File: src/pldrc_pkg.sv
// package: field layout and constants for the first loop control fields
package pldrc_pkg;
  localparam int unsigned CFG_W = 32;
  localparam int unsigned BIT_OUT_RST = 13;
  localparam int unsigned BIT_FORCE_RST = 12;
  localparam int unsigned BIT_PHASE_BACK = 11;
  localparam int unsigned BIT_RATIONAL = 10;
  localparam int unsigned DEN_HI_MSB = 9;
  localparam int unsigned DEN_HI_W = 10;
  localparam int unsigned DEN_LO_W = 6;
  localparam int unsigned DEN_W = 16;
  localparam int unsigned FRAC_W = 28;
  localparam int unsigned NUM_LSB = 9;
  localparam int unsigned NUM_MSB = 24;
  localparam int unsigned SYNC_CYCLES = 8;
  localparam logic [3:0] SYNC_CNT_W1 = 4'h7;
  localparam logic [CFG_W-1:0] CFG_RESET = 32'h0000_0000;
  localparam logic [1:0] INTERP_EIGHT = 2'h0;
  localparam logic [1:0] INTERP_FOUR = 2'h1;
  localparam logic [1:0] INTERP_TWO = 2'h2;
  localparam logic [1:0] INTERP_NONE = 2'h3;

  typedef struct packed {
    logic rational;
    logic interp_bypass;
    logic [DEN_W-1:0] denominator;
    logic [DEN_W-1:0] numerator;
    logic [FRAC_W-1:0] fixed_frac;
    logic invalid;
  } pldrc_ratio_t;
endpackage : pldrc_pkg

File: src/pldrc_ratio.sv
// feedback ratio selection between fixed-point and rational interpretation
`timescale 1ns/1ps
module pldrc_ratio (
  input wire logic mclk,
  input wire logic srst,
  input wire logic rational_en,
  input wire logic [1:0] interp_order,
  input wire logic [pldrc_pkg::DEN_HI_W-1:0] loop_a_denominator_hi,
  input wire logic [pldrc_pkg::FRAC_W-1:0] loop_a_frac_divisor,
  output pldrc_pkg::pldrc_ratio_t ratio
);
  pldrc_pkg::pldrc_ratio_t ratio_d;
  pldrc_pkg::pldrc_ratio_t ratio_q;
  logic [pldrc_pkg::DEN_W-1:0] den;

  always_comb begin
    // low denominator bits live in the unused low fraction bits
    den = {loop_a_denominator_hi, loop_a_frac_divisor[pldrc_pkg::DEN_LO_W-1:0]};
    ratio_d = '0;
    ratio_d.denominator = den;
    ratio_d.numerator = loop_a_frac_divisor[pldrc_pkg::NUM_MSB:pldrc_pkg::NUM_LSB];
    ratio_d.fixed_frac = loop_a_frac_divisor;
    ratio_d.rational = rational_en && (den != '0);
    ratio_d.interp_bypass = (interp_order == pldrc_pkg::INTERP_NONE);
    // flag only; software must avoid numerator above denominator
    ratio_d.invalid = ratio_d.rational && (ratio_d.numerator > den);
  end

  always_ff @(posedge mclk) begin
    if (srst) begin
      ratio_q <= '0;
    end else begin
      ratio_q <= ratio_d;
    end
  end

  assign ratio = ratio_q;
endmodule : pldrc_ratio

File: src/pll_divider_rational_ctrl.sv
// lower control fields of the first loop configuration register
`timescale 1ns/1ps
// Summary of operation
// - output pair reset bit resets both drivers of the first output pair
// - force reset bit starts a sync pulse cycle to both loops' outputs
// - phase back bit retards oscillator output by one eighth cycle
// - phase shift acts on rising edge only; re-arm needs bit low
// - rational bit selects numerator from fraction bits 24..9 over denominator
// - denominator is 16 bits; upper ten held in register bits 9..0
// - zero denominator means fraction is plain 28-bit fixed point
// - rational ratio only when denominator nonzero and rational bit set
// - with no interpolation, divider is integer plus numerator over denominator
// - interpolation order 0 eight, 1 four, 2 two phases, 3 none
// - denominator low six bits share the lowest six fraction bits
module pll_divider_rational_ctrl (
  input wire logic mclk,
  input wire logic srst,
  input wire logic cfg_wr,
  input wire logic [pldrc_pkg::CFG_W-1:0] cfg_wdata,
  input wire logic [1:0] interp_order,
  input wire logic [pldrc_pkg::FRAC_W-1:0] loop_a_frac_divisor,
  output logic [pldrc_pkg::CFG_W-1:0] cfg_rdata,
  output logic out_pair_a_driver_reset,
  output logic sync_pulse_loop_a,
  output logic sync_pulse_loop_b,
  output logic loop_a_phase_back,
  output logic force_reset_busy,
  output pldrc_pkg::pldrc_ratio_t ratio
);
  // one-hot codes; any other code falls back to idle
  typedef enum logic [1:0] {
    PLDRC_IDLE = 2'b01,
    PLDRC_SYNC = 2'b10
  } pldrc_state_t;

  // register image and its next value
  logic [pldrc_pkg::CFG_W-1:0] cfg_q;
  logic [pldrc_pkg::CFG_W-1:0] cfg_d;

  // phase step edge detector
  logic back_prev_q;
  logic back_prev_d;
  logic back_step_q;
  logic back_step_d;

  // force reset edge detector
  logic force_prev_q;
  logic force_prev_d;

  // sync cycle sequencer, counter and pulse
  pldrc_state_t st_q;
  pldrc_state_t st_d;
  logic [3:0] cnt_q;
  logic [3:0] cnt_d;
  logic sync_q;
  logic sync_d;

  // decoded control fields
  logic out_rst_bit;
  logic force_bit;
  logic back_bit;
  logic rational_bit;
  logic [pldrc_pkg::DEN_HI_W-1:0] den_hi_bits;
  logic force_start;
  logic sync_busy;
  logic sync_last;

  // rising edge of a register bit against its copy one cycle older
  function automatic logic rise_edge(
    input logic cur,
    input logic prev
  );
    rise_edge = cur && !prev;
  endfunction : rise_edge

  // one control bit of the register image
  function automatic logic cfg_bit(
    input logic [pldrc_pkg::CFG_W-1:0] cfg,
    input int unsigned pos
  );
    cfg_bit = cfg[pos];
  endfunction : cfg_bit

  // field taps from the register image
  assign out_rst_bit = cfg_bit(cfg_q, pldrc_pkg::BIT_OUT_RST);
  assign force_bit = cfg_bit(cfg_q, pldrc_pkg::BIT_FORCE_RST);
  assign back_bit = cfg_bit(cfg_q, pldrc_pkg::BIT_PHASE_BACK);
  assign rational_bit = cfg_bit(cfg_q, pldrc_pkg::BIT_RATIONAL);
  assign den_hi_bits = cfg_q[pldrc_pkg::DEN_HI_MSB:0];
  assign force_start = rise_edge(force_bit, force_prev_q);
  assign sync_busy = (st_q == PLDRC_SYNC);
  assign sync_last = (cnt_q == pldrc_pkg::SYNC_CNT_W1);

  // register image: a write replaces the whole word
  always_comb begin
    cfg_d = cfg_q;
    if (cfg_wr) begin
      cfg_d = cfg_wdata;
    end
  end

  always_ff @(posedge mclk) begin
    if (srst) begin
      cfg_q <= pldrc_pkg::CFG_RESET;
    end else begin
      cfg_q <= cfg_d;
    end
  end

  // one step per rising edge; holding the bit high does nothing more
  always_comb begin
    back_prev_d = back_bit;
    back_step_d = rise_edge(back_bit, back_prev_q);
  end

  always_ff @(posedge mclk) begin
    if (srst) begin
      back_prev_q <= 1'b0;
      back_step_q <= 1'b0;
    end else begin
      back_prev_q <= back_prev_d;
      back_step_q <= back_step_d;
    end
  end

  // force reset is edge triggered, so a held bit starts one cycle only
  always_comb begin
    force_prev_d = force_bit;
  end

  always_ff @(posedge mclk) begin
    if (srst) begin
      force_prev_q <= 1'b0;
    end else begin
      force_prev_q <= force_prev_d;
    end
  end

  // force edges seen while busy are dropped, not queued
  always_comb begin
    st_d = st_q;
    case (st_q)
      PLDRC_IDLE: begin
        if (force_start) begin
          st_d = PLDRC_SYNC;
        end
      end
      PLDRC_SYNC: begin
        if (sync_last) begin
          st_d = PLDRC_IDLE;
        end
      end
      // unreachable codes recover to idle
      default: begin
        st_d = PLDRC_IDLE;
      end
    endcase
  end

  always_ff @(posedge mclk) begin
    if (srst) begin
      st_q <= PLDRC_IDLE;
    end else begin
      st_q <= st_d;
    end
  end

  // held at zero in idle so every sync cycle has the same length
  always_comb begin
    cnt_d = cnt_q;
    if (!sync_busy) begin
      cnt_d = '0;
    end else if (!sync_last) begin
      cnt_d = cnt_q + 4'h1;
    end
  end

  always_ff @(posedge mclk) begin
    if (srst) begin
      cnt_q <= '0;
    end else begin
      cnt_q <= cnt_d;
    end
  end

  // pulse at the end of the cycle, together with busy dropping
  always_comb begin
    sync_d = sync_busy && sync_last;
  end

  always_ff @(posedge mclk) begin
    if (srst) begin
      sync_q <= 1'b0;
    end else begin
      sync_q <= sync_d;
    end
  end

  // readback returns the whole stored word
  assign cfg_rdata = cfg_q;
  // level follows the bit, so drivers stay in reset until software clears it
  assign out_pair_a_driver_reset = out_rst_bit;
  assign loop_a_phase_back = back_step_q;
  // both loops share one flop so their pulses never skew
  assign sync_pulse_loop_a = sync_q;
  assign sync_pulse_loop_b = sync_q;
  assign force_reset_busy = sync_busy;

  // feedback divider reset after changes is software's duty
  pldrc_ratio u_ratio (
    .mclk(mclk),
    .srst(srst),
    .rational_en(rational_bit),
    .interp_order(interp_order),
    .loop_a_denominator_hi(den_hi_bits),
    .loop_a_frac_divisor(loop_a_frac_divisor),
    .ratio(ratio)
  );
endmodule : pll_divider_rational_ctrl

File: config.mk
export PLATFORM = sky130hd
export DESIGN_NAME = pll_divider_rational_ctrl
export DESIGN_NICKNAME = d
export VERILOG_FILES = /design/src/pldrc_pkg.sv /design/src/pldrc_ratio.sv /design/src/pll_divider_rational_ctrl.sv
export SDC_FILE = /design/constraint.sdc
export NUM_CORES = 1
export LEC_CHECK = 0
export ABC_CLOCK_PERIOD_IN_PS = 2100
export BUFFER_PORTS_ARGS = -buffer_cell sky130_fd_sc_hd__buf_2
export CORE_MARGIN = 10
export CORE_UTILIZATION = 35
export CTS_CLUSTER_DIAMETER = 60
export DETAILED_ROUTE_END_ITERATION = 8
export PLACE_DENSITY_LB_ADDON = 0.15
export SYNTH_ARGS = -nofsm -noshare
export SYNTH_HDL_FRONTEND = slang
export SYNTH_SLANG_ARGS = --single-unit
File: constraint.sdc
create_clock -name mclk -period 2.1 [get_ports mclk]
set_input_delay 0.42 -clock mclk [delete_from_list [all_inputs] [get_ports mclk]]
set_output_delay 0.42 -clock mclk [all_outputs]
set_load 0.005 [all_outputs]
Yosys cells after proc, flatten, opt, wreduce, memory -nomap -nowiden
Cells that the tools add are included.

word-level totals
  register bits = 105
  input port bits = 65

cells by class
  $add $sub $neg = 1
  magnitude comparators = 1
  equality and inequality tests = 6
  muxes and demuxes = 3
  bitwise gates (word level) = 1
  reduce and logical (&&, ||, !) cells = 10

operator list
  kind                                                                    number
  16-bit > comparator                                                     1
  16-bit nonzero test                                                     1
  1-bit logical AND                                                       5
  4-bit by 1-bit adder with 4-bit output (second input constant)          1
  2-bit equality test (second input constant)                             2
  4-bit by 3-bit equality test with 1-bit output (second input constant)  1
  2-bit two-way mux                                                       2
  2-bit case mux with 2 select lines                                      1
  2-bit by 1-bit equality test with 1-bit output (second input constant)  1
  1-bit zero test                                                         2
  2-bit by 1-bit != test with 1-bit output (second input constant)        1
  2-bit != test (second input constant)                                   1
  2-bit AND reduction                                                     1
  2-bit OR reduction                                                      1
  1-bit inverter                                                          1

Longest topological paths before layout
Gate-level depths: netlist (run 1).

  word-level depth = 4
  depth in mapped cells = 6
  gate-level depth less buffers = 6

Hierarchy
From an unflattened synthesis (run 1), not the netlist that was laid out.

unflattened totals
  cell total of the unflattened synthesis = 311
  area total of the unflattened synthesis = 3,146.8 um2

by module, submodules not included
  module                     instances  cells an instance  area an instance (um2)  sequential area each (um2)
  pldrc_ratio                1          170                1,644.1                 820.8
  pll_divider_rational_ctrl  1          141                1,502.7                 840.8

Least setup slack after synthesis (run 1)
No wires, ideal clock.

  path kind = input port to flip-flop
  start point = in loop_a_frac_divisor[20] (netlist bit)
  end point = reg u_ratio.ratio_q, in the netlist u_ratio.ratio[0]
  setup time = 0.074 ns
  arrival time = 1.574 ns
  path slack = 0.451 ns
  stages on the path = 5
  cells stage by stage = ha_1 nand4_1 or4_1 a21o_1 a31oi_1

between the ends
  cells in the longest elaborated chain, start to end = 2

RTL lines
  what                  RTL line                         text
  from (decl)           pll_divider_rational_ctrl.sv:21  input wire logic [pldrc_pkg::FRAC_W-1:0] loop_a_frac_divisor,
  16-bit > comparator   pldrc_ratio.sv:26                ratio_d.invalid = ratio_d.rational && (ratio_d.numerator > den);
  1-bit logical AND     pldrc_ratio.sv:26
  to (signal assigned)  pldrc_ratio.sv:33                ratio_q <= ratio_d;
  to (decl)             pldrc_ratio.sv:13                pldrc_pkg::pldrc_ratio_t ratio_q;

No other way between the ends.
A chain may end at the register's enable or synchronous reset.

Final worst setup path (run 1)
  start point = reg cfg_q, in the netlist cfg_rdata[5]
  end point = reg u_ratio.ratio_q, in the netlist u_ratio.ratio[0]

between the ends
  cells in the longest elaborated chain, start to end = 3
  elaborated cells between the ends (all ways) = 4

RTL lines
  what                                                                         RTL line                          text
  from (decl)                                                                  pll_divider_rational_ctrl.sv:37   logic [pldrc_pkg::CFG_W-1:0] cfg_q;
  from (signal assigned)                                                       pll_divider_rational_ctrl.sv:104  cfg_q <= pldrc_pkg::CFG_RESET;
  from (signal assigned)                                                       pll_divider_rational_ctrl.sv:106  cfg_q <= cfg_d;
  parallel branches: the longest is 2 deep, another holds 16-bit > comparator  -
  1-bit logical AND (*)                                                        pldrc_ratio.sv:26

Every way passes the cells marked *.

==> impl_metrics.env, run 1 <==
export IMPL_tns_ps=0
export IMPL_dp_hpwl_mm=6.82
export IMPL_timing_final_crit_share=0.855
export IMPL_worst_pin_slew_ps=470
export IMPL_cts_sinks=83
export IMPL_ys_seq_area_frac=0.520
export IMPL_cts_hold_buf=0
export IMPL_finalSetupViolCount=0
export IMPL_fin_util=0.460
export IMPL_drive_gt1_frac=0.400
export IMPL_grt_ovfl_total=0
export IMPL_grt_pass1_wl_mm=13.0
export IMPL_drt_iter0_markers=77
export IMPL_worstHoldStart="loop_a_frac_divisor[26]"
export IMPL_ys_warnings_count=0
export IMPL_switchingPower_mw=0.807
export IMPL_insertion_delay_ps=350
export IMPL_synth_cells=319
export IMPL_wl_per_cell_microns=14.9
export IMPL_antenna_found_initial=0
export IMPL_die_h_microns=116
export IMPL_root_buffer="clkbuf_8"
export IMPL_routed_via_count=2486
export IMPL_worstSetupEndpointType="flip-flop"
export IMPL_skew_ps=9.78
export IMPL_start_kind="flip-flop"
export IMPL_fin_ws_ps=305
export IMPL_cts_tree="built"
export IMPL_dieArea_sq_um=13400
export IMPL_leakagePower_nw=2.13
export IMPL_critPathRequiredTime_ps=2370
export IMPL_timing_fmax_mhz=557
export IMPL_io_pins=165
export IMPL_num_rows=34
export IMPL_timing_hold_ws_ps=273
export IMPL_clockPowerShare=0.336
export IMPL_critPathMaxFanout=4
export IMPL_dp_worst_setup_slack_ps=220
export IMPL_power_frac_comb=0.123
export IMPL_yosysUniqueCellTypes=28
export IMPL_hold_path_class="input port to flip-flop"
export IMPL_syn_area_sq_um=3200
export IMPL_r2r_setup_slack_ps=300
export IMPL_cts_resized=0
export IMPL_postCtsSetupBuffers=0
export IMPL_avgSynthCellArea_sq_um=10.0
export IMPL_cts_buffers=9
export IMPL_final_common_cell="buf_2"
export IMPL_ir_drop_mv=0.370
export IMPL_p_sw_frac=0.259
export IMPL_power_frac_seq=0.541
export IMPL_crit_type="flip-flop to flip-flop"
export IMPL_rsz0062_at_grt="no"
export IMPL_maxSlewHeadroom=0.687
export IMPL_status="finished, final reports clean"
export IMPL_io_buffers=164
export IMPL_grt_usage=0.123
export IMPL_core_sq_um=8810
export IMPL_internal_power_mw=2.31
export IMPL_layout_common_cells="164 x buf_2, 83 x dfxtp_1, 55 x nor2_1"
export IMPL_areaGrowthSynthToFinish_pct=26.9
export IMPL_final_hold_viol_count=0
export IMPL_ff2ff_path_depth=6
export IMPL_crit_start="cfg_rdata[5]$_SDFFE_PP0P_"
export IMPL_clk_pin_slew_ps=90
export IMPL_ys_ff_latch=83
export IMPL_n_antenna_cell=0
export IMPL_globalplace_congestion=0.724
export IMPL_grt_pass1_vias=2553
export IMPL_post_route_drc_count=0
export IMPL_dr_pass1_iters=4
export IMPL_syn_nets=401
export IMPL_pwr_density_cell_nw_per_um2=770
export IMPL_htreeDepth=3
export IMPL_die_x_microns=116
export IMPL_slew_viol_final=0
export IMPL_cts_buffer_depth=2
export IMPL_cap_violations=0
export IMPL_holdPathEnd="u_ratio.ratio[27]$_SDFF_PP0_"
export IMPL_grt_max_degree=35
export IMPL_wl_mm=8.40
export IMPL_hold_depth=2
export IMPL_vias_per_cell=4.42
export IMPL_worstPathArrival_ps=2070
export IMPL_start_util=0.363
export IMPL_drt_antenna_violating_nets=0
export IMPL_reg2reg_to="u_ratio.ratio[0]$_SDFF_PP0_"
export IMPL_rr_startpoint="cfg_rdata[5]$_SDFFE_PP0P_"
export IMPL_fin_crit_ps=1800
export IMPL_nets=532
-- cells by family after synthesis --
group                    synth area share
flip-flops                          0.520
XOR/XNOR                          0.00548
buffers and inverters               0.117
AND/OR/NAND/NOR                     0.158
multiplexers                        0.103
adder cells (fa/ha/maj)            0.0666
AO/OA/AOI/OAI                      0.0294
-- per-layer routing --
| layer | global-route usage | vias to the layer above | routed length [microns] |
|---|---|---|---|
| li1 | - | 1268 | - |
| met3 | 0.0605 | 14 | 881 |
| met1 | 0.142 | 1109 | 3470 |
| met4 | 0.0515 | 0 | 156 |
| met2 | 0.191 | 95 | 3890 |
| met5 | 0 | - | 0 |
-- per-stage QoR --
stage / cells / area [sq um] / power [mW]
final: 563 / 4050 / 3.12
after global routing: 563 / 4050 / 3.31
after CTS: 563 / 4050 / 3.18
after detailed placement: 547 / 3870 / 2.12
after global placement: 547 / 3870 / 2.11
after floorplan: 319 / 3200 / 1.95
-- flip-flops by register name, summed over array words and instances (netlist names) --
signal / count
u_ratio.ratio: 41
cfg_rdata: 32
sync_pulse_loop_a: 1
st_q: 2
force_prev_q: 1
cnt_q: 4
loop_a_phase_back: 1
back_prev_q: 1
-- synthesized netlist by cell type --
| cell | instances | area, sq um |
|---|---|---|
| a21o_1 | 1 | 7.51 |
| o21ai_0 | 4 | 20.0 |
| nor2b_1 | 27 | 169 |
| dfxtp_1 | 83 | 1660 |
| buf_4 | 35 | 263 |
| nand3b_1 | 1 | 7.51 |
| a41oi_1 | 1 | 8.76 |
| nand2b_1 | 3 | 18.8 |
| a221oi_1 | 1 | 8.76 |
| nand3_1 | 3 | 15.0 |
| xor2_1 | 1 | 8.76 |
| clkbuf_1 | 7 | 26.3 |
| o211ai_1 | 1 | 7.51 |
| xnor2_1 | 1 | 8.76 |
| buf_2 | 3 | 15.0 |
| nor4_1 | 4 | 25.0 |
| nand4_1 | 3 | 18.8 |
| nor2_1 | 55 | 206 |
| ha_1 | 17 | 213 |
| buf_1 | 2 | 7.51 |
| nor3b_1 | 1 | 7.51 |
| inv_1 | 17 | 63.8 |
| or4_1 | 1 | 7.51 |
| nand2_1 | 5 | 18.8 |
| a21oi_1 | 7 | 35.0 |
| a31oi_1 | 1 | 6.26 |
| mux2i_1 | 33 | 330 |
| nor4bb_1 | 1 | 10.0 |
-- power by group through the flow --
stage	clock network, mW	registers, mW	logic, mW
after CTS	1.09	1.69	0.397
final	1.05	1.69	0.384
after global routing	1.17	1.70	0.438
after detailed placement	0	1.73	0.396
after floorplan	0	1.73	0.222
after global placement	0	1.72	0.391
-- area by class of cell --
class | count | area [sq um]
clock buffer | 11 | 141
clock inverter | 5 | 37.5
fill | 902 | 4750
inverter | 17 | 63.8
multi-input combinational | 172 | 1160
sequential | 83 | 1660
tap | 108 | 135
timing repair buffer | 167 | 856
-- worst max-delay path: stages, from the launching register on --
cell and delay (ps):
dfxtp_1 380, inv_1 80, ha_1 310, nand4_1 130, or4_1 500, a21o_1 170, a31oi_1 150
-- worst max-delay path by stage --
stage	to	slack (ps)
final	u_ratio.ratio[0]$_SDFF_PP0_	300
after global placement	u_ratio.ratio[0]$_SDFF_PP0_	250
after floorplan	u_ratio.ratio[0]$_SDFF_PP0_	450
after CTS	u_ratio.ratio[0]$_SDFF_PP0_	270
after detailed placement	u_ratio.ratio[0]$_SDFF_PP0_	220
after global routing	u_ratio.ratio[0]$_SDFF_PP0_	150
No activity file was read; power rests on OpenSTA's default activity.
==> run 2, diff against run 1 <==
CORE_UTILIZATION = 40   (was 35)
==> impl_metrics.env, run 2 (synthesized netlist as in run 1, its figures left out) <==
export IMPL_fin_crit_ps=1820
export IMPL_num_rows=32
export IMPL_insertion_delay_ps=350
export IMPL_die_h_microns=109
export IMPL_cp_cell_sequence="inv_1 -> ha_1 -> nand4_1 -> or4_1 -> a21o_1 -> a31oi_1"
export IMPL_cts_hold_buf=0
export IMPL_cts_tree="built"
export IMPL_drive_gt1_frac=0.399
export IMPL_critPathRequiredTime_ps=2380
export IMPL_grt_max_degree=48
export IMPL_areaGrowthSynthToFinish_pct=26.8
export IMPL_root_buffer="clkbuf_8"
export IMPL_skew_ps=5.68
export IMPL_crit_type="flip-flop to flip-flop"
export IMPL_postCtsSetupBuffers=0
export IMPL_drt_iter0_markers=72
export IMPL_cts_buffers=9
export IMPL_start_util=0.411
export IMPL_grt_pass1_wl_mm=12.5
export IMPL_tns_ps=0
export IMPL_dr_pass1_iters=4
export IMPL_worst_pin_slew_ps=458
export IMPL_wl_per_cell_microns=14.7
export IMPL_cts_resized=0
export IMPL_grt_usage=0.133
export IMPL_antenna_found_initial=0
export IMPL_path_buf_inv=1
export IMPL_clk_pin_slew_ps=80
export IMPL_maxSlewHeadroom=0.692
export IMPL_worstSetupEndpointType="flip-flop"
export IMPL_largest_reg_flops=41
export IMPL_cp_slowest_stage_delay_ps=510
export IMPL_routed_via_count=2424
export IMPL_nets=532
export IMPL_io_pins=165
export IMPL_rsz0062_at_grt="no"
export IMPL_core_sq_um=7770
export IMPL_finalSetupViolCount=0
export IMPL_slew_viol_final=0
export IMPL_worstPathArrival_ps=2100
export IMPL_dp_hpwl_mm=6.66
export IMPL_dieArea_sq_um=12000
export IMPL_wl_mm=8.20
export IMPL_timing_fmax_mhz=549
export IMPL_cts_sinks=83
export IMPL_pwr_density_cell_nw_per_um2=780
export IMPL_timing_final_crit_share=0.867
export IMPL_htreeDepth=3
export IMPL_grt_ovfl_total=0
export IMPL_timing_hold_ws_ps=275
export IMPL_cap_violations=0
export IMPL_layout_common_cells="164 x buf_2, 83 x dfxtp_1, 55 x nor2_1"
export IMPL_vias_per_cell=4.35
export IMPL_critPathSlowestCell="or4_1"
export IMPL_post_route_drc_count=0
export IMPL_critPathMaxFanout=4
export IMPL_cp_top_family="simple AND/OR/NAND/NOR gates"
export IMPL_cts_buffer_depth=2
export IMPL_die_x_microns=109
export IMPL_globalplace_congestion=0.786
export IMPL_io_buffers=164
export IMPL_ir_drop_mv=0.437
export IMPL_hold_path_class="input port to flip-flop"
export IMPL_grt_pass1_vias=2513
export IMPL_status="finished, final reports clean"
export IMPL_drt_antenna_violating_nets=0
export IMPL_start_kind="flip-flop"
export IMPL_fillerInstances=753
export IMPL_final_hold_viol_count=0
export IMPL_leakagePower_nw=2.13
export IMPL_final_common_cell="buf_2"
run 2: cell types whose count changed in the layout (fill, tap and decap cells not counted), sizes merged:
cell / change
inv: -1
clkbuf: -1
bufinv: +1
diode: +1
run 2: per-stage QoR:
| stage | cells | cell area (sq um) | utilization | power [mW] | worst slack, ps |
|---|---|---|---|---|---|
| 3_5_place_dp | 541 | 3870 | 0.498 | 2.12 | 215 |
| 6_report | 557 | 4050 | 0.522 | 3.16 | 279 |
| 5_1_grt | 556 | 4050 | 0.521 | 3.34 | 199 |
| 4_1_cts | 556 | 4050 | 0.521 | 3.22 | 262 |
| 3_3_place_gp | 541 | 3870 | 0.498 | 2.11 | 252 |
| 2_1_floorplan | 319 | 3200 | - | 1.95 | 451 |
run 2: area by class of cell:
cell class | count | area (sq um) | share of cell area
Sequential cell | 83 | 1660 | 0.410
Antenna cell | 1 | 2.50 | 0.000617
Clock inverter | 5 | 55.1 | 0.0136
Clock buffer | 10 | 128 | 0.0315
Timing Repair Buffer | 167 | 856 | 0.211
Tap cell | 102 | 128 | 0.0315
Inverter | 17 | 63.8 | 0.0157
Multi-Input combinational cell | 172 | 1160 | 0.286
run 2: worst paths after layout:
path | cells after the start | slack (ps) | from | to
setup / recovery | 6 | 280 | cfg_rdata[5]$_SDFFE_PP0P_ | u_ratio.ratio[0]$_SDFF_PP0_
setup reg to reg | 6 | 280 | cfg_rdata[5]$_SDFFE_PP0P_ | u_ratio.ratio[0]$_SDFF_PP0_
hold / removal | 2 | 280 | loop_a_frac_divisor[27] | u_ratio.ratio[28]$_SDFF_PP0_
hold reg to reg | 1 | 390 | back_prev_q$_SDFF_PP0_ | loop_a_phase_back$_SDFF_PP0_
run 2: routing by layer:
metal / vias up / GRT usage / wire length (microns)
li1: 1265 / - / -
met1: 1056 / 0.146 / 3180
met2: 92 / 0.224 / 3940
met3: 11 / 0.0573 / 953
met4: 0 / 0.0530 / 128
met5: - / 0 / 0
run 2: power breakdown:
part | leakage, nW | switching [mW] | total [mW] | internal, mW
clock | 0.0881 | 0.551 | 1.09 | 0.539
sequential | 0.685 | 0.0373 | 1.69 | 1.65
combinational | 1.35 | 0.187 | 0.384 | 0.197
